==> src/rtl/tpn_pkg.sv <==
// Shared constants and types for the token passing network access block.
package tpn_pkg;
   // ----------------------------------------------------------------
   // Addressing
   // ----------------------------------------------------------------
   localparam int TPN_ADDR_W = 5;
   localparam logic [4:0] TPN_ADDR_ZERO = 5'h00;
   localparam logic [4:0] TPN_ADDR_MAX = 5'h1f;
   localparam logic [4:0] TPN_MAX_ADDR_DFLT = 5'h1f;

   // ----------------------------------------------------------------
   // Counts
   // ----------------------------------------------------------------
   localparam logic [1:0] TPN_MSG_RETRIES = 2'h2;
   localparam logic [1:0] TPN_PASS_TRIES = 2'h3;

   // ----------------------------------------------------------------
   // Timing
   // ----------------------------------------------------------------
   localparam int TPN_TMR_W = 24;
   localparam int TPN_CLK_PERIOD_NS = 8;
   localparam int TPN_LINK_DEAD_NS = 1000000;
   localparam int TPN_SLOT_NS = 40000;
   localparam int TPN_PASS_WAIT_NS = 16000;
   // Waits are least times, so they round up to whole cycles.
   localparam int TPN_LINK_DEAD_CYC =
      (TPN_LINK_DEAD_NS + TPN_CLK_PERIOD_NS - 1) / TPN_CLK_PERIOD_NS;
   localparam int TPN_SLOT_CYC = (TPN_SLOT_NS + TPN_CLK_PERIOD_NS - 1) / TPN_CLK_PERIOD_NS;
   localparam int TPN_PASS_WAIT_CYC =
      (TPN_PASS_WAIT_NS + TPN_CLK_PERIOD_NS - 1) / TPN_CLK_PERIOD_NS;

   // ----------------------------------------------------------------
   // Packet kinds requested from the transmitter
   // ----------------------------------------------------------------
   typedef enum logic [1:0] {
      TPN_KIND_MSG,
      TPN_KIND_PASS,
      TPN_KIND_SOLICIT
   } tpn_kind_e;
endpackage : tpn_pkg

==> src/rtl/tpn_tmr_if.sv <==
// Carrier between the access controller and its idle timer.
`timescale 1ns/100ps
`default_nettype none
interface tpn_tmr_if;
   import tpn_pkg::*;
   logic restart;
   logic [TPN_TMR_W-1:0] limit;
   logic expired;

   modport ctrl (output restart, output limit, input expired);
   modport tmr (input restart, input limit, output expired);
endinterface : tpn_tmr_if
`default_nettype wire

==> src/rtl/tpn_access_ctrl.sv <==
// Token passing media access controller for one node of a multidrop network.
// How it works
// - Only initiators rotate the token; responders just answer, never hold it.
// - Packets are started only while this node holds the token.
// - One message per token visit, resent at most twice on failure.
// - After its message the holder sends a token pass to its successor.
// - Silence after a pass resends it; after three tries a search begins.
// - Search wraps to zero after the configurable maximum address, default 31.
// - Initiator addresses 0 to 31 are accepted.
// - Responder addresses 1 to 31 are accepted; zero is refused.
// - Idle medium beyond the link dead time makes the initiator claim.
// - Claim delay grows with address so the lowest address claims first.
// - Unknown or failed successor starts a linear search above own address.
// - A found initiator gets the token; its return marks normal operation.
// - Up to 32 nodes; join or leave disturbs nobody else.
// - A probe costs a pass time plus one slot timeout before moving on.
`timescale 1ns/100ps
`default_nettype none
module tpn_access_ctrl
   import tpn_pkg::*;
#(
   parameter logic [4:0] MAX_ADDR = TPN_MAX_ADDR_DFLT,
   parameter int LINK_DEAD_CYC = TPN_LINK_DEAD_CYC,
   parameter int SLOT_CYC = TPN_SLOT_CYC,
   parameter int PASS_WAIT_CYC = TPN_PASS_WAIT_CYC
) (
   // Clock and reset
   input wire logic mclk_in,
   input wire logic sys_rst_in,
   // Node configuration
   input wire logic is_initiator_in,
   input wire logic [TPN_ADDR_W-1:0] own_addr_in,
   // Medium status and decoded receive events
   input wire logic link_active_in,
   input wire logic rx_token_in,
   input wire logic rx_reply_in,
   // Message source
   input wire logic msg_pending_in,
   input wire logic [TPN_ADDR_W-1:0] msg_dest_in,
   output logic msg_ack_out,
   // Transmitter
   output logic tx_start_out,
   output tpn_pkg::tpn_kind_e tx_kind_out,
   output logic [TPN_ADDR_W-1:0] tx_dest_out,
   input wire logic tx_done_in,
   input wire logic tx_ok_in,
   // Status
   output logic addr_valid_out,
   output logic token_held_out,
   output logic ring_up_out,
   output logic succ_known_out,
   output logic [TPN_ADDR_W-1:0] succ_addr_out
);
   import tpn_pkg::*;

   // ----------------------------------------------------------------
   // State
   // ----------------------------------------------------------------
   typedef enum logic [2:0] {
      ST_LISTEN,
      ST_HOLD,
      ST_TX,
      ST_PASS_WAIT,
      ST_SOL_WAIT
   } tpn_state_e;

   typedef struct packed {
      logic act_meta;
      logic act_sync;
      tpn_state_e st;
      logic [TPN_ADDR_W-1:0] succ;
      logic succ_ok;
      logic [TPN_ADDR_W-1:0] probe;
      logic [1:0] tries;
      logic claimed;
      logic ring_up;
      logic tx_start;
      tpn_kind_e kind;
      logic [TPN_ADDR_W-1:0] dest;
      logic tmr_clr;
      logic msg_ack;
   } tpn_main_s;

   tpn_main_s s;
   tpn_main_s next_s;
   logic node_ok;
   logic [TPN_TMR_W-1:0] claim_limit;

   tpn_tmr_if tif ();

   tpn_idle_timer u_idle_timer (
      .mclk_in(mclk_in),
      .sys_rst_in(sys_rst_in),
      .tif(tif)
   );

   // ----------------------------------------------------------------
   // Helpers
   // ----------------------------------------------------------------
   // Search wrap at maximum.
   function automatic logic [TPN_ADDR_W-1:0] f_next_addr(input logic [TPN_ADDR_W-1:0] a);
      f_next_addr = (a >= MAX_ADDR) ? TPN_ADDR_ZERO : a + 5'h01;
   endfunction : f_next_addr

   function automatic tpn_main_s f_send(input tpn_main_s x, input tpn_kind_e k,
                                        input logic [TPN_ADDR_W-1:0] d);
      tpn_main_s y;
      y = x;
      y.tx_start = 1'b1;
      y.kind = k;
      y.dest = d;
      y.st = ST_TX;
      f_send = y;
   endfunction : f_send

   // Hand the token on: pass to a known successor, else probe above own address.
   function automatic tpn_main_s f_hand_on(input tpn_main_s x,
                                           input logic [TPN_ADDR_W-1:0] own);
      tpn_main_s y;
      y = x;
      y.tries = 2'h0;
      if (x.succ_ok) begin
         y = f_send(y, TPN_KIND_PASS, x.succ);
      end else begin
         y.probe = f_next_addr(own);
         y = f_send(y, TPN_KIND_SOLICIT, y.probe);
      end
      f_hand_on = y;
   endfunction : f_hand_on

   // ----------------------------------------------------------------
   // Address checks
   // ----------------------------------------------------------------
   // Five bit addresses give 32 nodes.
   assign addr_valid_out = (own_addr_in <= TPN_ADDR_MAX) &&
                           (is_initiator_in || (own_addr_in != TPN_ADDR_ZERO));
   assign node_ok = is_initiator_in && addr_valid_out;

   // ----------------------------------------------------------------
   // Timer limits
   // ----------------------------------------------------------------
   // Higher addresses wait one slot longer per address step.
   assign claim_limit = TPN_TMR_W'(LINK_DEAD_CYC) +
                        TPN_TMR_W'(TPN_TMR_W'(own_addr_in) * TPN_TMR_W'(SLOT_CYC));

   always_comb begin
      case (s.st)
         ST_PASS_WAIT: tif.limit = TPN_TMR_W'(PASS_WAIT_CYC);
         // Probe wait adds a slot timeout.
         ST_SOL_WAIT: tif.limit = TPN_TMR_W'(PASS_WAIT_CYC) + TPN_TMR_W'(SLOT_CYC);
         default: tif.limit = claim_limit;
      endcase
   end

   // Any medium activity restarts the idle count.
   assign tif.restart = s.act_sync || s.tmr_clr;

   // ----------------------------------------------------------------
   // Next state
   // ----------------------------------------------------------------
   always_comb begin
      next_s = s;
      next_s.act_meta = link_active_in;
      next_s.act_sync = s.act_meta;
      next_s.tx_start = 1'b0;
      next_s.tmr_clr = 1'b0;
      next_s.msg_ack = 1'b0;
      case (s.st)
         ST_LISTEN: begin
            if (rx_token_in) begin
               // Token back at the claimer closes the ring.
               if (s.claimed) begin
                  next_s.ring_up = 1'b1;
               end
               next_s.st = ST_HOLD;
            end else if (tif.expired) begin
               // Claim the token after link dead.
               next_s.claimed = 1'b1;
               next_s.ring_up = 1'b0;
               next_s.succ_ok = 1'b0;
               next_s.st = ST_HOLD;
            end
         end
         ST_HOLD: begin
            next_s.tries = 2'h0;
            if (msg_pending_in) begin
               next_s = f_send(next_s, TPN_KIND_MSG, msg_dest_in);
            end else begin
               next_s = f_hand_on(next_s, own_addr_in);
            end
         end
         ST_TX: begin
            if (tx_done_in) begin
               case (s.kind)
                  TPN_KIND_MSG: begin
                     // Retry a failed message twice at most.
                     if (!tx_ok_in && (s.tries < TPN_MSG_RETRIES)) begin
                        next_s.tries = s.tries + 2'h1;
                        next_s = f_send(next_s, TPN_KIND_MSG, s.dest);
                     end else begin
                        next_s.msg_ack = 1'b1;
                        next_s = f_hand_on(next_s, own_addr_in);
                     end
                  end
                  TPN_KIND_PASS: begin
                     next_s.tmr_clr = 1'b1;
                     next_s.st = ST_PASS_WAIT;
                  end
                  default: begin
                     next_s.tmr_clr = 1'b1;
                     next_s.st = ST_SOL_WAIT;
                  end
               endcase
            end
         end
         ST_PASS_WAIT: begin
            if (s.act_sync) begin
               next_s.tmr_clr = 1'b1;
               next_s.st = ST_LISTEN;
            end else if (tif.expired) begin
               // Three silent passes start a new search.
               if (s.tries == TPN_PASS_TRIES - 2'h1) begin
                  next_s.succ_ok = 1'b0;
                  next_s = f_hand_on(next_s, own_addr_in);
               end else begin
                  next_s.tries = s.tries + 2'h1;
                  next_s = f_send(next_s, TPN_KIND_PASS, s.succ);
               end
            end
         end
         ST_SOL_WAIT: begin
            if (rx_reply_in) begin
               next_s.succ = s.probe;
               next_s.succ_ok = 1'b1;
               next_s.tries = 2'h0;
               next_s = f_send(next_s, TPN_KIND_PASS, s.probe);
            end else if (tif.expired) begin
               // Step on, wrapping at the maximum.
               next_s.probe = f_next_addr(s.probe);
               if (next_s.probe == own_addr_in) begin
                  // Nobody else answered, so this node keeps the token alone.
                  next_s.st = ST_HOLD;
               end else begin
                  next_s = f_send(next_s, TPN_KIND_SOLICIT, next_s.probe);
               end
            end
         end
         default: begin
            next_s.st = ST_LISTEN;
         end
      endcase
      // A responder or badly addressed node never joins the rotation.
      if (!node_ok) begin
         next_s.st = ST_LISTEN;
         next_s.tx_start = 1'b0;
         next_s.claimed = 1'b0;
         next_s.ring_up = 1'b0;
      end
   end

   always_ff @(posedge mclk_in) begin
      if (sys_rst_in) begin
         s <= '0;
      end else begin
         s <= next_s;
      end
   end

   // ----------------------------------------------------------------
   // Outputs
   // ----------------------------------------------------------------
   assign tx_start_out = s.tx_start;
   assign tx_kind_out = s.kind;
   assign tx_dest_out = s.dest;
   assign msg_ack_out = s.msg_ack;
   assign token_held_out = (s.st != ST_LISTEN) && (s.st != ST_PASS_WAIT);
   assign ring_up_out = s.ring_up;
   assign succ_known_out = s.succ_ok;
   assign succ_addr_out = s.succ;
endmodule : tpn_access_ctrl
`default_nettype wire

==> src/rtl/tpn_idle_timer.sv <==
// Idle timer: counts cycles since the last restart and flags when a limit is reached.
`timescale 1ns/100ps
`default_nettype none
module tpn_idle_timer
   import tpn_pkg::*;
(
   // Clock and reset
   input wire logic mclk_in,
   input wire logic sys_rst_in,
   // Controller side
   tpn_tmr_if.tmr tif
);
   import tpn_pkg::*;

   typedef struct packed {
      logic [TPN_TMR_W-1:0] cnt;
   } tpn_tmr_s;

   tpn_tmr_s s;
   tpn_tmr_s next_s;

   always_comb begin
      next_s = s;
      if (tif.restart) begin
         next_s.cnt = '0;
      end else if (s.cnt < tif.limit) begin
         next_s.cnt = s.cnt + 1'b1;
      end
   end

   always_ff @(posedge mclk_in) begin
      if (sys_rst_in) begin
         s <= '0;
      end else begin
         s <= next_s;
      end
   end

   // Limit may shrink while counting, so compare with at-or-above.
   assign tif.expired = (s.cnt >= tif.limit) && !tif.restart;
endmodule : tpn_idle_timer
`default_nettype wire

==> config.mk <==
export PLATFORM = sky130hd
export DESIGN_NAME = tpn_access_ctrl
export DESIGN_NICKNAME = d
export VERILOG_FILES = /design/src/rtl/tpn_pkg.sv /design/src/rtl/tpn_tmr_if.sv /design/src/rtl/tpn_access_ctrl.sv /design/src/rtl/tpn_idle_timer.sv
export SDC_FILE = /design/constraint.sdc
export NUM_CORES = 1
export LEC_CHECK = 0
export BUFFER_PORTS_ARGS = -buffer_cell sky130_fd_sc_hd__buf_2
export CORE_UTILIZATION = 60
export CTS_CLUSTER_SIZE = 14
export DETAILED_ROUTE_END_ITERATION = 12
export HOLD_SLACK_MARGIN = 0.08
export PLACE_DENSITY = 0.79
export SLEW_MARGIN = 20
export SYNTH_ARGS = -nofsm -noshare
export SYNTH_HDL_FRONTEND = slang
export SYNTH_SLANG_ARGS = --single-unit
==> constraint.sdc <==
create_clock -name mclk_in -period 6.7 [get_ports mclk_in]
set_clock_uncertainty 0.05 [all_clocks]
set_input_delay 0.335 -clock mclk_in [delete_from_list [all_inputs] [get_ports mclk_in]]
set_output_delay 0.335 -clock mclk_in [all_outputs]
set_load 0.05 [all_outputs]
## Word-level counts from Yosys, hierarchy flattened

Index checks and enable logic that the tools add are counted.

- Flip-flop bits (word level): 54
- Bits of input ports: 19
- Output and inout bits: 18
- Logic and storage cells: 123

- Add/sub/neg operators: 5
- Multipliers: 1
- $lt $le $gt $ge: 6
- Equality and inequality tests: 27
- Muxes and demuxes: 36
- Bitwise logic cells: 6
- Reductions and logical operators: 27

Operators by type and width:

| operator | number |
|---|---|
| 2-to-1 mux 28 bit | 4 |
| 2-to-1 mux 20 bit | 5 |
| 2-to-1 mux 23 bit | 2 |
| one-hot mux 10 bit (4 select lines) | 1 |
| one-hot mux 19 bit (2 select lines) | 1 |
| one-hot mux 7 bit (4 select lines) | 1 |
| != test 2 bit, second input constant | 13 |
| adder 24 x 1 -> 24 bit, second input constant | 1 |
| greater-or-equal comparator 24 x 19 -> 1 bit | 1 |
| less-than comparator 24 x 19 -> 1 bit | 1 |
| AND reduction 7 bit | 3 |
| one-hot mux 5 bit (4 select lines) | 1 |
| adder 17 x 18 -> 19 bit, first input constant | 1 |
| multiplier 5 x 10 -> 15 bit, second input constant | 1 |
| one-hot mux 3 bit (5 select lines) | 1 |
| != test 3 bit, second input constant | 4 |
| AND reduction 12 bit | 1 |
| AND reduction 11 bit | 1 |
| adder 5 x 1 -> 5 bit, second input constant | 2 |
| greater-or-equal comparator 5 bit, second input constant | 2 |
| 2-to-1 mux 10 bit | 1 |
| 2-to-1 mux 5 bit | 2 |
| one-hot mux 2 bit (5 select lines) | 1 |
| nonzero test 5 bit | 2 |
| other kinds (30) | 55 |

## Logic depth before layout (Yosys ltp)

- Depth after elaboration: 8
- Gate-level depth with buffers: 25
- Depth with buffers taken out: 21

## Cells and area by module

A second synthesis with hierarchy kept.

- Cell total of the unflattened synthesis: 640
- Area, all modules: 5046.1 um2

Modules (own cells, without submodules):

| module | times used | cells each | area an instance (um2) | sequential area each (um2) |
|---|---|---|---|---|
| tpn_access_ctrl | 1 | 419 | 3276.9 | 600.6 |
| tpn_idle_timer | 1 | 221 | 1769.2 | 480.5 |

## Least setup slack after synthesis

Ideal clock, no wire load.

- Path type: input to register
- Start point: input port own_addr_in[3]
- End point: register s, in the netlist tx_dest_out[0]
- Setup time: 0.122 ns
- Arrival: 5.799 ns
- Data required time: 6.528 ns
- Path slack: 0.729 ns
- Stages on the path: 23
- Path buffers: 2
- Cells stage by stage: clkbuf_1 -> inv_1 -> fa_1 -> inv_1 -> ha_1 -> fa_1 -> ha_1 -> clkbuf_1 -> nand3_1 -> o2111ai_1 -> xnor2_1 -> o211ai_1 -> a211oi_1 -> o22ai_1 -> a211o_1 -> ha_1 -> a21o_1 -> a2111oi_4 -> o21ai_2 -> o31a_1 -> and3_1 -> a221o_1 -> a221o_1

- Cells in the longest elaborated chain, start to end: 7
- Elaborated cells between the ends (all ways): 22
- Those cells by class: 1 x add/sub; 1 x mul; 2 x order compare; 4 x eq/ne; 12 x mux; 2 x reduce/logical

RTL lines:

| element | line | text |
|---|---|---|
| from (decl) | tpn_access_ctrl.sv:32 | `input wire logic [TPN_ADDR_W-1:0] own_addr_in,` |
| multiplier 5 x 10 -> 15 bit / greater-or-equal comparator 5 bit (equally long branches) | tpn_access_ctrl.sv:144, tpn_access_ctrl.sv:102 |  |
| adder 17 x 18 -> 19 bit / 2-to-1 mux 5 bit (equally long branches) | tpn_access_ctrl.sv:143, tpn_access_ctrl.sv:102 |  |
| one-hot mux 19 bit (2 select lines) / 2-to-1 mux 20 bit (equally long branches) | tpn_access_ctrl.sv:147, tpn_access_ctrl.sv:122 |  |
| greater-or-equal comparator 24 x 19 -> 1 bit / 2-to-1 mux 20 bit (equally long branches) | tpn_idle_timer.sv:40, tpn_access_ctrl.sv:197 |  |
| logical AND 1 bit / 2-to-1 mux 23 bit (equally long branches) | tpn_idle_timer.sv:40, tpn_access_ctrl.sv:194 |  |
| != test 3 bit (no line) (tied with other cells) | - |  |
| AND reduction 8 bit (no line) / one-hot mux 10 bit (4 select lines) (equally long branches) | - |  |
| to (signal assigned) | tpn_access_ctrl.sv:265 | `s <= next_s;` |
| to (decl) | tpn_access_ctrl.sv:84 | `tpn_main_s s;` |

Several ways; a longest one is shown, not always the timed one. The select of a mux whose other input is x is not followed.
A chain may end at the register's enable or synchronous reset.

## Worst setup path in the final report

Ends and elaborated chain as after synthesis.

==> summary.md <==
| Metric | Value |
|---|---|
| # setup viols final | 0 |
| Worst EP arrival | 6.35 ns |
| Final Instance Area | 5080 um2 |
| Syn Inst Count | 624 |
| Largest net degree at the start of global routing | 28 |
| First-pass GRT wire length | 20.6 mm |
| Die area | 8440 um2 |
| Tot GR Track Use | 0.298 |
| Number of global-route vias before repair | 4,340 |
| Peak supply drop | 0.0837 mV |
| Setup Buffers After CTS | 0 |
| Met1 Use GR | 0.409 |
| Slew margin rel. | 0.445 |
| Global Route met2 Usage | 0.496 |
| Period utilization | 0.923 |
| LEAKAGE | 2.16 nW |
| Post-Route WL | 12.4 mm |
| Mapped Area | 4850 um2 |
| Synthesized flop and latch total | 54 |
| TNS Setup | 0 ns |
| Clk sinks | 54 |
| Post-layout util | 0.654 |
| WP data required | 6.86 ns |
| Syn-to-layout area delta | 4.75% |
| Via count | 4,648 |
| Netlist cell types | 69 |
| WL per Instance | 17.0 um |
| CTS root buf | clkbuf_8 |
| Initial antenna violation count | 0 |
| Clock buffer count from CTS | 5 |
| Port buffer count | 36 |
| Most Used Layer, Global Route | met2 |
| CTS tree | built |
| Worst Hold Margin | 0.165 ns |
| H-tree Lvls | 2 |
| Clk slew on worst S/H paths | 0.12 ns |
| Asr flop ratio synth | 0 |
| Initial core utilization | 0.624 |
| Worst hold path type | in -> reg |
| Seq. cell area | 1080 um2 |
| Max Clock Freq | 162 MHz |
| # DRC | 0 |
| Crit end category | flop |
| Placed cell areas | 4960 um2 |
| Layout cells sized above 1 | 0.0955 |
| Cts repair resizes | 0 |
| Synth Net Count | 697 |
| RSZ-0062 raised after global routing | false |
| TritonRoute pass-1 iters | 5 |
| Clk_lat worst skew | 0.32 ns |
| Die W | 91.9 um |
| Period minus WS final | 6.19 ns |
| Maxcap violations | 0 |
| Critical Path Start Type | primary input |
| Final Hold Viols | 0 |
| GRT Residual Overflow | 0 |
| Routed Antenna Nets | 0 |
| Number of synthesized flops with an enable pin | 0 |
| Top_reg_cell synth | dfxtp_1 |
| I/O pins | 37 |
| Filler cells | 717 |
| Vias/cell | 6.37 |
| Hold buffer count at cts | 0 |
| Nets | 700 |
| Pwr per Cell Area | 181 nW/um2 |
| Die Height | 91.9 um |
| Placer congestion estimate | 0.925 |
| Core ar. | 7770 um2 |
| Status | finished, final reports clean |
| Routing usage on met3 | 0.0415 |
| Max-slew violations | 0 |
| Sequential cell area fraction in the yosys report | 0.223 |
| Mean post-synth cell area | 7.77 um2 |
| Worst-margin pin slew | 0.832 ns |
| Yosys warnings | 0 |
| Clock Path Buffers | 2 |
| CP Class | in -> reg |
| Drt initial violations | 289 |
| Antenna Cells | 0 |
| Multi-input logic area | 3450 um2 |
| Critical-path maximum fanout | 21 |
| Row count | 32 |
| Post-DP HPWL | 9.44 mm |
-- sequential cells by signal (all words and copies together), names as in the netlist --
register        count
u_idle_timer.s     24
s                  14
msg_ack_out         1
succ_known_out      1
tx_kind_out         2
succ_addr_out       5
ring_up_out         1
tx_start_out        1
tx_dest_out         5
-- cells in the mapped netlist, drive strengths merged, types with 5 or more instances --
master / count / share of area
a21o: 9 / 0.014
nor3b: 5 / 0.0077
a21oi: 32 / 0.033
nand4: 10 / 0.013
o32ai: 5 / 0.0090
a22oi: 5 / 0.0077
o31a: 5 / 0.0090
a221o: 5 / 0.010
inv: 29 / 0.022
nand3: 20 / 0.021
o21a: 7 / 0.011
xor2: 14 / 0.025
nand2: 60 / 0.046
nor2b: 9 / 0.012
o21ai: 30 / 0.032
buf: 16 / 0.023
nand2b: 9 / 0.012
nor4: 7 / 0.012
nor2: 67 / 0.052
and2: 8 / 0.010
a31oi: 9 / 0.012
clkbuf: 26 / 0.020
nor3: 19 / 0.020
o211ai: 7 / 0.011
and3: 18 / 0.023
xnor2: 23 / 0.042
or2: 6 / 0.0077
ha: 50 / 0.13
dfxtp: 54 / 0.22
-- report_power, final --
group          switching (mW)  leakage [nW]  internal (mW)  total (mW)
Clock                   0.123        0.0563          0.114       0.237
Combinational           0.208          1.67          0.136       0.344
Sequential             0.0112         0.437          0.328       0.339
-- placed cells by master, fill, tap and decap left out, types with 8 or more instances in the layout --
cell type / n
a21oi_1: 32
o21ai_0: 23
nor3_1: 19
nor2_1: 67
and3_1: 18
nor2b_1: 9
xnor2_1: 23
ha_1: 50
nand2b_1: 9
a21o_1: 9
and2_1: 8
xor2_1: 14
nand4_1: 10
nand3_1: 20
a31oi_1: 9
nand2_1: 60
buf_2: 36
dfxtp_1: 54
inv_1: 29
-- critical path, stage by stage --
cell and delay (ns):
buf_2 0.21, inv_1 0.21, fa_1 0.54, inv_1 0.04, ha_1 0.22, fa_1 0.46
ha_1 0.43, nand3_1 0.13, o2111ai_1 0.30, xnor2_1 0.20, o211ai_1 0.18, nor3b_1 0.24
o22ai_1 0.10, a211o_1 0.28, ha_1 0.30, a21o_1 0.22, a2111oi_4 0.36, o21ai_2 0.18
o31a_2 0.55, and3_1 0.23, a221o_1 0.34, a221o_1 0.28
-- path summary, 6_finish.rpt --
kind                                  from                            end  slack, ns  cells past startpoint
max                         own_addr_in[3]    tx_dest_out[0]$_SDFFE_PP0P_       0.51                     22
min                         link_active_in               s[29]$_SDFF_PP0_       0.17                      2
max reg2reg             s[27]$_SDFFE_PP0P_    tx_dest_out[2]$_SDFFE_PP0P_       2.23                     11
min reg2reg  succ_addr_out[3]$_SDFFE_PP0P_  succ_addr_out[3]$_SDFFE_PP0P_       0.42                      2
-- through the flow --
stage,cells,setup slack (ns),power (mW)
3_5_place_dp,722,0.0486,0.684
4_1_cts,730,0.374,0.919
2_1_floorplan,624,0.729,0.612
6_report,730,0.513,0.920
3_3_place_gp,722,0.264,0.670
5_1_grt,730,0.265,0.971
-- metal layers --
metal,vias up,wire [um]
met2,218,5800
met5,-,0
met3,16,969
met4,0,120
met1,2162,5520
li1,2252,-
-- logic make-up (layout without fill, tap and decap cells) --
group	count (synthesis)	in the layout	share of synthesized area
AOI/OAI and AO/OA	154	154	0.233
buffers and inverters	71	75	0.0661
muxes	1	1	0.00207
and+or+nand+nor	253	253	0.263
xor gates and xnor gates	37	37	0.0669
adders and majority gates	54	54	0.146
DFF	54	54	0.223
-- area by class of cell --
type / instances / share of cell area
multi-input cells: 499 / 0.679
well taps: 102 / 0.0251
flip-flops and latches: 54 / 0.213
clock inverters: 3 / 0.00961
inverters: 29 / 0.0214
clock buffers: 5 / 0.0136
repair buffers: 38 / 0.0385
No activity file was read; power rests on OpenSTA's default activity.
